$ cat src/irs_pkg.sv
// Register map, field positions and constants of the raw status bank
package irs_pkg;

    // Printed offsets are word indices (not multiples of four); byte address = 4 * index
    localparam logic [11:0] IRS_IDX_STAT4  = 12'hD22;
    localparam logic [11:0] IRS_IDX_STAT5  = 12'hD23;
    localparam logic [11:0] IRS_IDX_STAT6  = 12'hD24;
    localparam logic [11:0] IRS_IDX_STAT7  = 12'hD25;
    localparam logic [11:0] IRS_IDX_STAT8  = 12'hD26;
    localparam logic [11:0] IRS_IDX_LATCH  = 12'hD30;
    localparam logic [11:0] IRS_IDX_MASK   = 12'hD31;
    localparam logic [11:0] IRS_IDX_CTRL   = 12'hD32;

    localparam int          IRS_ADDR_W     = 14;
    localparam logic [1:0]  IRS_BYTE_LSB   = 2'h0;

    // Raw status 4
    localparam int IRS_S4_ASYNC_OFF  = 9;
    localparam int IRS_S4_MAIN_OFF   = 8;
    localparam int IRS_S4_CONV1_ERR  = 7;
    localparam int IRS_S4_CONV2_ERR  = 6;
    // Raw status 5
    localparam int IRS_S5_BOOT_DONE  = 8;
    localparam int IRS_S5_DAC_SERVO  = 7;
    localparam int IRS_S5_HP_SERVO   = 6;
    localparam int IRS_S5_LOOP2_OK   = 1;
    localparam int IRS_S5_LOOP1_OK   = 0;

    // Implemented bits of the overclock and underclock words
    localparam logic [15:0] IRS_S6_MASK  = 16'h37FF;
    localparam logic [15:0] IRS_S7_MASK  = 16'hFE0B;
    localparam logic [15:0] IRS_S8_MASK  = 16'h077E;

    // Control register: main and second clock enables
    localparam int IRS_CTL_MAIN_EN   = 0;
    localparam int IRS_CTL_ASYNC_EN  = 1;
    localparam logic [15:0] IRS_CTL_RESET = 16'h0003;

    // Event (latched) register bit positions
    localparam int IRS_EV_W          = 8;
    localparam int IRS_EV_BOOT       = 0;
    localparam int IRS_EV_MAIN_OFF   = 1;
    localparam int IRS_EV_ASYNC_OFF  = 2;
    localparam int IRS_EV_CONV_ERR   = 3;
    localparam int IRS_EV_SERVO      = 4;
    localparam int IRS_EV_LOOP_OK    = 5;
    localparam int IRS_EV_OVER       = 6;
    localparam int IRS_EV_UNDER      = 7;

    localparam logic [15:0] IRS_ZERO16 = 16'h0000;

endpackage : irs_pkg

$ cat src/irs_sync2.sv
// Two-flop synchroniser bank for pin-level status inputs
`timescale 1ns/1ps
`default_nettype none

module irs_sync2 #(
    parameter int W = 1
) (
    input  wire logic         pclk,
    input  wire logic         presetn,
    input  wire logic [W-1:0] async_in,
    output logic      [W-1:0] sync_out
);

    logic [W-1:0] stage1_r;
    logic [W-1:0] stage2_r;

    // First stage feeds only the second
    always_ff @(posedge pclk or negedge presetn) begin
        if (!presetn) begin
            stage1_r <= '0;
            stage2_r <= '0;
        end else begin
            stage1_r <= async_in;
            stage2_r <= stage1_r;
        end
    end

    assign sync_out = stage2_r;

endmodule // irs_sync2

`default_nettype wire

$ cat src/irs_status_bank.sv
// APB raw interrupt status bank with summary flags and masked interrupt
`timescale 1ns/1ps
`default_nettype none

// Behaviour
// Bit 9 reads one once second clock off
// Host waits for second-clock-off before writing
// Bit 8 reads one once main clock off
// Host waits for main-clock-off before writing
// Converter config errors on bits 7 and 6
// Boot done on bit 8 at 0xD23
// Host writes nothing until boot completes
// Servo done: DAC bit 7, headphone bit 6
// Loop clock good: two bit 1, one bit 0
// Per-subsystem overclock flags at 0xD24, 0xD25
// Overrate summary is OR of overclock flags
// Underclock flags at 0xD26, bits 10-8, 6-1
// Underrate summary is OR of underclock flags
// Raw status bits are live, writes ignored
module irs_status_bank
    import irs_pkg::*;
(
    input  wire logic                  pclk,
    input  wire logic                  presetn,
    input  wire logic                  psel,
    input  wire logic                  penable,
    input  wire logic                  pwrite,
    input  wire logic [IRS_ADDR_W-1:0] paddr,
    input  wire logic [31:0]           pwdata,
    input  wire logic [3:0]            pstrb,
    output logic      [31:0]           prdata,
    output logic                       pready,
    output logic                       pslverr,
    input  wire logic                  main_clock_off_ack,
    input  wire logic                  second_clock_off_ack,
    input  wire logic                  interp_converter_one_cfg_error,
    input  wire logic                  interp_converter_two_cfg_error,
    input  wire logic                  startup_complete_flag,
    input  wire logic                  dac_offset_servo_complete,
    input  wire logic                  headphone_offset_servo_complete,
    input  wire logic                  loop_one_clock_good,
    input  wire logic                  loop_two_clock_good,
    input  wire logic [15:0]           overrate_flags_lo,
    input  wire logic [15:0]           overrate_flags_hi,
    input  wire logic [15:0]           underrate_flags,
    output logic                       main_domain_clock_enable,
    output logic                       second_domain_clock_enable,
    output logic                       any_overrate_summary,
    output logic                       any_underrate_summary,
    output logic                       irq
);

    // ------------------------------------------------------------
    // Input synchronisation
    // ------------------------------------------------------------
    localparam int NSRC = 57;

    logic [NSRC-1:0] src_raw;
    logic [NSRC-1:0] src_s;

    assign src_raw = {underrate_flags, overrate_flags_hi, overrate_flags_lo,
                      loop_two_clock_good, loop_one_clock_good,
                      headphone_offset_servo_complete, dac_offset_servo_complete,
                      startup_complete_flag, interp_converter_two_cfg_error,
                      interp_converter_one_cfg_error, second_clock_off_ack,
                      main_clock_off_ack};

    irs_sync2 #(.W(NSRC)) u_sync (
        .pclk     (pclk),
        .presetn  (presetn),
        .async_in (src_raw),
        .sync_out (src_s)
    );

    wire logic        main_off_s  = src_s[0];
    wire logic        async_off_s = src_s[1];
    wire logic        conv1_s     = src_s[2];
    wire logic        conv2_s     = src_s[3];
    wire logic        boot_s      = src_s[4];
    wire logic        dac_srv_s   = src_s[5];
    wire logic        hp_srv_s    = src_s[6];
    wire logic        loop1_s     = src_s[7];
    wire logic        loop2_s     = src_s[8];
    wire logic [15:0] over_lo_s   = src_s[24:9];
    wire logic [15:0] over_hi_s   = src_s[40:25];
    wire logic [15:0] under_s     = src_s[56:41];

    // ------------------------------------------------------------
    // Raw status words
    // ------------------------------------------------------------
    logic [15:0] stat4;
    logic [15:0] stat5;
    logic [15:0] stat6;
    logic [15:0] stat7;
    logic [15:0] stat8;
    logic [15:0] ctrl_r;

    // Off flags read one only when the enable is low and the clock has stopped
    wire logic async_off_flag = ~ctrl_r[IRS_CTL_ASYNC_EN] & async_off_s;
    wire logic main_off_flag  = ~ctrl_r[IRS_CTL_MAIN_EN] & main_off_s;

    always_comb begin
        stat4 = IRS_ZERO16;
        stat4[IRS_S4_ASYNC_OFF] = async_off_flag;
        stat4[IRS_S4_MAIN_OFF]  = main_off_flag;
        stat4[IRS_S4_CONV1_ERR] = conv1_s;
        stat4[IRS_S4_CONV2_ERR] = conv2_s;
    end

    always_comb begin
        stat5 = IRS_ZERO16;
        stat5[IRS_S5_BOOT_DONE] = boot_s;
        stat5[IRS_S5_DAC_SERVO] = dac_srv_s;
        stat5[IRS_S5_HP_SERVO]  = hp_srv_s;
        stat5[IRS_S5_LOOP2_OK]  = loop2_s;
        stat5[IRS_S5_LOOP1_OK]  = loop1_s;
    end

    assign stat6 = over_lo_s & IRS_S6_MASK;
    assign stat7 = over_hi_s & IRS_S7_MASK;
    assign stat8 = under_s & IRS_S8_MASK;

    wire logic over_any  = |{stat6, stat7};
    wire logic under_any = |stat8;

    logic over_sum_r;
    logic under_sum_r;
    logic irq_r;

    // ------------------------------------------------------------
    // Event detection and sticky latch
    // ------------------------------------------------------------
    logic [IRS_EV_W-1:0] level_now;
    logic [IRS_EV_W-1:0] level_prev_r;
    logic [IRS_EV_W-1:0] latch_r;
    logic [IRS_EV_W-1:0] latch_nxt;
    logic [IRS_EV_W-1:0] mask_r;
    logic [IRS_EV_W-1:0] rise;
    logic [31:0]         prdata_r;

    always_comb begin
        level_now = '0;
        level_now[IRS_EV_BOOT]      = boot_s;
        level_now[IRS_EV_MAIN_OFF]  = main_off_flag;
        level_now[IRS_EV_ASYNC_OFF] = async_off_flag;
        level_now[IRS_EV_CONV_ERR]  = conv1_s | conv2_s;
        level_now[IRS_EV_SERVO]     = dac_srv_s & hp_srv_s;
        level_now[IRS_EV_LOOP_OK]   = loop1_s | loop2_s;
        level_now[IRS_EV_OVER]      = over_any;
        level_now[IRS_EV_UNDER]     = under_any;
    end

    assign rise = level_now & ~level_prev_r;

    // ------------------------------------------------------------
    // APB decode
    // ------------------------------------------------------------
    wire logic [11:0] word_idx = paddr[IRS_ADDR_W-1:2];
    wire logic        access   = psel & penable;
    wire logic        wr_en    = access & pwrite;
    wire logic        rd_en    = access & ~pwrite;

    wire logic hit_s4    = (word_idx == IRS_IDX_STAT4);
    wire logic hit_s5    = (word_idx == IRS_IDX_STAT5);
    wire logic hit_s6    = (word_idx == IRS_IDX_STAT6);
    wire logic hit_s7    = (word_idx == IRS_IDX_STAT7);
    wire logic hit_s8    = (word_idx == IRS_IDX_STAT8);
    wire logic hit_latch = (word_idx == IRS_IDX_LATCH);
    wire logic hit_mask  = (word_idx == IRS_IDX_MASK);
    wire logic hit_ctrl  = (word_idx == IRS_IDX_CTRL);

    wire logic hit_raw   = hit_s4 | hit_s5 | hit_s6 | hit_s7 | hit_s8;
    wire logic mapped    = hit_raw | hit_latch | hit_mask | hit_ctrl;
    wire logic lo_lanes  = pstrb[0] | pstrb[1];

    // Raw words are read-only; a write to them is silently dropped
    wire logic wr_mask   = wr_en & hit_mask & lo_lanes;
    wire logic wr_ctrl   = wr_en & hit_ctrl & lo_lanes;
    wire logic rd_latch  = rd_en & hit_latch;

    // Set beats a clear-on-read landing in the same cycle; only the bits that the
    // read returned are cleared, so an event landing after the capture is kept
    genvar gi;
    generate
        for (gi = 0; gi < IRS_EV_W; gi = gi + 1) begin : g_evt
            wire logic clr_bit = rd_latch & prdata_r[gi];
            assign latch_nxt[gi] = rise[gi] | (latch_r[gi] & ~clr_bit);
        end
    endgenerate

    // Byte-lane merge for 16-bit writable words
    function automatic logic [15:0] lane_merge(input logic [15:0] old,
                                               input logic [31:0] wd,
                                               input logic [3:0]  st);
        lane_merge = old;
        if (st[0]) begin
            lane_merge[7:0] = wd[7:0];
        end
        if (st[1]) begin
            lane_merge[15:8] = wd[15:8];
        end
    endfunction

    logic [15:0] mask16_nxt;
    assign mask16_nxt = lane_merge({8'h00, mask_r}, pwdata, pstrb);

    // ------------------------------------------------------------
    // Registers
    // ------------------------------------------------------------
    always_ff @(posedge pclk or negedge presetn) begin
        if (!presetn) begin
            level_prev_r <= '0;
            latch_r      <= '0;
        end else begin
            level_prev_r <= level_now;
            latch_r      <= latch_nxt;
        end
    end

    always_ff @(posedge pclk or negedge presetn) begin
        if (!presetn) begin
            mask_r <= '0;
        end else if (wr_mask) begin
            mask_r <= mask16_nxt[IRS_EV_W-1:0];
        end
    end

    always_ff @(posedge pclk or negedge presetn) begin
        if (!presetn) begin
            ctrl_r <= IRS_CTL_RESET;
        end else if (wr_ctrl) begin
            ctrl_r <= lane_merge(ctrl_r, pwdata, pstrb) & IRS_CTL_RESET;
        end
    end

    assign main_domain_clock_enable   = ctrl_r[IRS_CTL_MAIN_EN];
    assign second_domain_clock_enable = ctrl_r[IRS_CTL_ASYNC_EN];

    // Level outputs leave from flops so the pins never glitch while flags settle
    always_ff @(posedge pclk or negedge presetn) begin
        if (!presetn) begin
            over_sum_r  <= 1'b0;
            under_sum_r <= 1'b0;
            irq_r       <= 1'b0;
        end else begin
            over_sum_r  <= over_any;
            under_sum_r <= under_any;
            // Mask bit set enables the event onto the interrupt line
            irq_r       <= |(latch_r & mask_r);
        end
    end

    assign any_overrate_summary  = over_sum_r;
    assign any_underrate_summary = under_sum_r;
    assign irq                   = irq_r;

    // ------------------------------------------------------------
    // Read data
    // ------------------------------------------------------------
    wire logic [15:0] rd_s4    = hit_s4 ? stat4 : IRS_ZERO16;
    wire logic [15:0] rd_s5    = hit_s5 ? stat5 : IRS_ZERO16;
    wire logic [15:0] rd_s6    = hit_s6 ? stat6 : IRS_ZERO16;
    wire logic [15:0] rd_s7    = hit_s7 ? stat7 : IRS_ZERO16;
    wire logic [15:0] rd_s8    = hit_s8 ? stat8 : IRS_ZERO16;
    wire logic [15:0] rd_ev    = hit_latch ? {8'h00, latch_r} : IRS_ZERO16;
    wire logic [15:0] rd_msk   = hit_mask ? {8'h00, mask_r} : IRS_ZERO16;
    wire logic [15:0] rd_ctl   = hit_ctrl ? ctrl_r : IRS_ZERO16;
    // Decodes are one-hot, so the words merge by OR; unmapped reads return zero
    wire logic [15:0] rd_word  = rd_s4 | rd_s5 | rd_s6 | rd_s7 | rd_s8 | rd_ev | rd_msk | rd_ctl;
    wire logic        rd_setup = psel & ~penable & ~pwrite;

    // Captured at the end of setup so the word stands unchanged through the access phase
    always_ff @(posedge pclk or negedge presetn) begin
        if (!presetn) begin
            prdata_r <= '0;
        end else if (rd_setup) begin
            prdata_r <= {IRS_ZERO16, rd_word};
        end
    end

    // Zero wait states; unmapped or misaligned accesses report an error
    assign pready  = 1'b1;
    assign pslverr = access & (~mapped | (paddr[1:0] != IRS_BYTE_LSB));
    assign prdata  = prdata_r;

endmodule // irs_status_bank

`default_nettype wire

$ cat config.mk
export PLATFORM = sky130hd
export DESIGN_NAME = irs_status_bank
export DESIGN_NICKNAME = d
export VERILOG_FILES = /design/src/irs_pkg.sv /design/src/irs_sync2.sv /design/src/irs_status_bank.sv
export SDC_FILE = /design/constraint.sdc
export NUM_CORES = 1
export LEC_CHECK = 0
export ABC_CLOCK_PERIOD_IN_PS = 2100
export BUFFER_PORTS_ARGS = -buffer_cell sky130_fd_sc_hd__buf_2
export CAP_MARGIN = 40
export CORE_MARGIN = 5
export CORE_UTILIZATION = 50
export CTS_CLUSTER_SIZE = 30
export DETAILED_ROUTE_END_ITERATION = 8
export PLACE_DENSITY = 0.79
export SETUP_SLACK_MARGIN = 0.15
export SLEW_MARGIN = 20
export SYNTH_ARGS = -nofsm -noshare
export SYNTH_HDL_FRONTEND = slang
export SYNTH_SLANG_ARGS = --single-unit
$ cat constraint.sdc
create_clock -name pclk -period 2.1 [get_ports pclk]
set_input_delay 0.42 -clock pclk [delete_from_list [all_inputs] [get_ports pclk]]
set_output_delay 0.42 -clock pclk [all_outputs]
set_load 0.01 [all_outputs]
[After elaboration in Yosys (flattened, before gate mapping)]
Cells that the tools add are included.
Word-level totals
  bits in registers: 149
  input bits: 112
  output and inout bits: 39
Cells by class
  equality and inequality tests: 8
  muxes and demuxes: 8
  bitwise gates (word level): 72
  reduce and logical (&&, ||, !) cells: 6
Operators by type and width (number)
  12-bit equality test (second input constant): 8
  16-bit by 8-bit bitwise OR with 16-bit output: 2
  1-bit bitwise AND: 30
  23-bit OR reduction: 1
  1-bit bitwise OR: 19
  8-bit bitwise AND: 2
  16-bit 2-to-1 mux: 1
  8-bit 2-to-1 mux: 2
  14-bit by 16-bit bitwise OR with 16-bit output: 1
  16-bit by 11-bit bitwise OR with 16-bit output: 1
  16-bit by 2-bit bitwise OR with 16-bit output: 1
  14-bit 2-to-1 mux: 1
  10-bit by 14-bit bitwise OR with 14-bit output: 1
  1-bit NOT: 13
  11-bit 2-to-1 mux: 1
  10-bit 2-to-1 mux: 1
  10-bit by 9-bit bitwise OR with 10-bit output: 1
  9-bit 2-to-1 mux: 1
  9-bit OR reduction: 1
  8-bit NOT: 1
  8-bit OR reduction: 1
  2-bit AND reduction: 2
  2-bit 2-to-1 mux: 1
  2-bit nonzero test: 1

[Depth between registers and ports, before layout]
  depth in word-level cells: 11
  gate-level depth with buffers: 6

[Modules after synthesis]
Synthesis repeated with hierarchy kept, for this count alone.
Second synthesis, totals
  cells, all modules: 359
  area, all modules: 5401.4 µm²
Modules (own cells, without submodules)
  irs_sync2: times used 1, cells each 114, area each 2852.7 µm², seq. area each 2852.7 µm²
  irs_status_bank: times used 1, cells each 245, area each 2548.7 µm², seq. area each 1078.5 µm²

[Worst setup path before layout]
OpenSTA, ideal clock, no wires.
  path type: input to register
  start: input port paddr[9]
  end: register mask_r[0]
  setup time: 125 ps
  arrival time: 1979 ps
  required time: 1975 ps
  path slack: -3 ps
  cell stages on the path: 4
  path buffers: 1
  cells stage by stage: or3b_2 -> clkbuf_1 -> nor4_4 -> mux2_2
Between the ends
  longest elaborated chain between the ends: 4
RTL lines
  from (decl): line irs_status_bank.sv:28  | input wire logic [IRS_ADDR_W-1:0] paddr,
  12-bit equality test: line irs_status_bank.sv:169  | wire logic hit_mask = (word_idx == IRS_IDX_MASK);
  1-bit bitwise AND (2 in a row): line irs_status_bank.sv:177  | wire logic wr_mask = wr_en & hit_mask & lo_lanes;
  2-bit AND reduction (no line)
  to (signal assigned): line irs_status_bank.sv:224  | mask_r <= mask16_nxt[IRS_EV_W-1:0];
  to (decl): line irs_status_bank.sv:137  | logic [IRS_EV_W-1:0] mask_r;
Every way passes these cells.
A chain may end at the register's enable or synchronous reset.

[Worst setup path after layout]
  start: input port paddr[6]
  end: output port pslverr
Between the ends
  longest elaborated chain between the ends: 11
  elaborated cells on any way between the ends: 18
  those cells by class: eq/ne (8); bitwise (10)
RTL lines
  12-bit equality test (on tied branches): line irs_status_bank.sv:163, irs_status_bank.sv:164
  1-bit bitwise OR (4 in a row): line irs_status_bank.sv:172  | wire logic hit_raw = hit_s4 | hit_s5 | hit_s6 | hit_s7 | hit_s8;
  1-bit bitwise OR (2 in a row): line irs_status_bank.sv:173  | wire logic mapped = hit_raw | hit_latch | hit_mask | hit_ctrl;
  1-bit bitwise OR *: line irs_status_bank.sv:173
  1-bit NOT *: line irs_status_bank.sv:283  | assign pslverr = access & (~mapped | (paddr[1:0] != IRS_BYTE_LSB));
  1-bit bitwise OR *: line irs_status_bank.sv:283
  1-bit bitwise AND *: line irs_status_bank.sv:283
  to (decl): line irs_status_bank.sv:33  | output logic pslverr,
Every way passes the cells marked *; elsewhere a longest branch is shown, timed or not.

==> results.py <==
metrics = {
    "clock_tree": {
        "cts_root_buffer": "clkbuf_8",
        "cts_buffers": 17,
        "cts_tree": "built",
        "clock_latency_ns": 0.52,
        "clockBufferDepth": 2,
        "cts.sinks": 125,
        "h-tree-depth": 4,
        "clk_pin_slew_worst_paths_ns": 0.06,
    },
    "global_route": {
        "grtUsageMet3_pct": 6.905,
        "first_global_vias": 3440,
        "antenna_found_initial": 0,
        "gr-max-usage-layer": "met2",
        "use_met1_pct": 24.15,
        "grt_start_max_net_pins": 59,
        "grt_usage_pct": 20.70,
        "grt_util_met2_pct": 35.30,
        "grt_overflow_total": 0,
        "grt_pass1_wl_um": 17580,
    },
    "place": {
        "gp_congestion": 0.8775,
        "portBuffers": 90,
        "hpwlAfterDp_um": 6997,
        "placedCellCount": 542,
    },
    "logic_synthesis": {
        "synth-edff-count": 0,
        "avgSynthCellArea_sq_um": 13.40,
        "yosysUniqueCellTypes": 45,
        "async_flop_share_pct": 100.0,
        "ys_seq_area_share_pct": 69.14,
        "synth_area_sq_um": 4528,
        "yosys_most_used_dff": "dfrtp_1",
        "netlist_instances": 338,
        "synth_seq_cells": 125,
        "yosysWarningCount": 0,
    },
    "power": {
        "finalPower_mw": 5.812,
        "power.density_nw_per_um2": 946.7,
        "peakVddDrop_v": 0.0006432,
        "leakage_nw": 2.963,
    },
    "critical_path": {
        "crit_path_end_kind": "output pin",
        "crit_type": "input pin to output pin",
        "cp.required_ns": 1.68,
        "crit_path_start_kind": "input pin",
        "crit_arrival_ns": 1.45,
        "crit_fanout": 7,
    },
    "finish": {
        "syn_to_final_growth_pct": 35.59,
        "layout-drive-gt1-share_pct": 32.87,
        "final_cells": 613,
        "antenna_cells": 0,
        "fin_util_pct": 70.06,
        "final_nets": 604,
    },
    "sta": {
        "period_share_pct": 88.81,
        "maxSlewViolCount": 0,
        "fin_crit_ns": 1.865,
        "finClkSkew_ns": 0.01144,
        "slew_headroom_pct": 62.25,
        "setup_viol": 0,
        "hold_violations": 0,
        "rsz0062_at_grt": "no",
        "max_freq_mhz": 536.2,
        "worstMarginPinSlew_ns": 0.5650,
    },
    "floorplanning": {
        "dieArea_sq_um": 11060,
        "start_util_pct": 51.67,
        "die-height_um": 105.2,
        "ioPinCount": 151,
        "core_area_sq_um": 8763,
        "die_w_um": 105.2,
        "placementRows": 34,
    },
    "routing": {
        "drt_iter0_drc": 171,
        "ant_nets": 0,
        "vias": 3231,
        "wire_per_inst_um": 17.86,
        "viasPerCell": 5.271,
        "finalWirelength_um": 10950,
        "dr.pass1.iters": 5,
        "drcViolationCount": 0,
    },
    "run_status": {
        "status": "completed",
    },
    "worst_hold_path": {
        "hold_path.class": "input pin to flop",
    },
    "flow_run": {
        "max-cap-violations": 0,
    },
}
==> power breakdown <==
part | switching [mW] | leakage (nW) | internal, mW
registers | 0.0665 | 1.46 | 2.52
logic | 0.198 | 1.22 | 0.177
clock network | 1.11 | 0.283 | 1.74
total | 1.37 | 2.96 | 4.44
==> registers in the layout, indices dropped and copies added (netlist names) <==
| signal | flops |
|---|---|
| ctrl_r | 2 |
| irq | 1 |
| latch_r | 8 |
| level_prev_r | 8 |
| mask_r | 8 |
| prdata | 16 |
| u_sync.stage1_r | 41 |
| u_sync.sync_out | 41 |
==> timing repair <==
item,4_1_cts,5_1_grt
hold buffers,37,1
endpoints found under the hold margin,61,1
setup buffers,0,1
setup endpoints to repair,1,1
resized for setup,2,1
==> final timing paths <==
check | from | end | slack [ns] | cells past startpoint
worst max-delay path | paddr[6] | pslverr | 0.23 | 7
worst min-delay path | loop_one_clock_good | u_sync.stage1_r[7]$_DFF_PN0_ | 0.03 | 1
worst max register to register | u_sync.sync_out[25]$_DFF_PN0_ | latch_r[6]$_DFF_PN0_ | 0.60 | 4
worst min register to register | u_sync.stage1_r[3]$_DFF_PN0_ | u_sync.sync_out[3]$_DFF_PN0_ | 0.34 | 0
max in group asynchronous | presetn | ctrl_r[1]$_DFFE_PN1P_ | 1.09 | 3
min in group asynchronous | presetn | u_sync.stage1_r[19]$_DFF_PN0_ | 0.35 | 2
==> logic make-up after synthesis <==
group,after synthesis,synth area share (%)
AND/OR/NAND/NOR,102,13.04
other,2,0.1659
flip-flops,125,69.14
buffers and inverters,37,4.836
multiplexers,23,5.388
AO/OA/AOI/OAI,49,7.433
==> synthesized netlist by cell type (all sizes together), types with 2 or more instances <==
cell	instances	area share, %
a2111oi	4	0.77
a21oi	12	1.3
a221oi	2	0.39
a22o	8	1.5
a22oi	4	0.66
a31oi	2	0.28
a32o	2	0.44
and3	8	1.1
and4	2	0.39
buf	23	3.7
clkbuf	5	0.41
conb	2	0.17
dfrtp	123	68
dfstp	2	1.2
inv	9	0.75
mux2	11	2.7
mux2i	12	2.7
nand2	26	2.2
nand3	6	0.66
nand3b	2	0.33
nand4b	3	0.58
nor2	25	2.1
nor2b	2	0.28
nor3	3	0.33
nor3b	3	0.50
nor4	11	2.7
o21ai	10	1.1
or2	2	0.28
or3b	2	0.39
or4b	2	0.44
==> per-layer routing <==
metal	part of all wire (%)	vias to the layer above
met3	7.1	24
met2	53	161
met5	0	-
met4	1.8	0
met1	38	1579
li1	-	1467
==> critical path, stage by stage <==
cell	delay, ns
buf_2	0.11
buf_4	0.15
nor3_1	0.21
a21oi_1	0.06
a32o_1	0.21
a21oi_1	0.14
buf_2	0.15
==> cell usage in the layout, fill, tap and decap left out, drive strengths merged, types with 3 or more instances in the layout <==
master	count
mux2	11
a2111oi	4
nand4b	3
nor3b	3
o21ai	10
a21oi	12
dfrtp	123
nor2	25
mux2i	12
nor4	11
a22o	8
and3	8
nand2	26
inv	14
a22oi	4
conb	17
nor3	3
nand3	6
dlygate4sd3	38
clkinv	5
buf	110
clkbuf	18
==> layout make-up <==
cell class	instances	area (sq um)
Fill cell	606	2624
Inverter	9	33.78
Multi-Input combinational cell	191	1245
Clock buffer	18	427.9
Tap cell	108	135.1
Clock inverter	14	158.9
Sequential cell	125	3131
Timing Repair Buffer	148	1008
==> through the flow <==
step	setup TNS [ns]	setup slack, ns	instance area, sq um	hold WS, ns
floorplan	0	0.01286	4599	0.1244
global placement	0	0.01700	5159	0.3342
detailed placement	-0.01074	-0.01074	5159	0.3347
CTS	0	0.2026	6121	0.002138
global route	0	0.1698	6140	0.009830
finish	0	0.2349	6140	0.03193
Power figures use the tool's default switching activity.
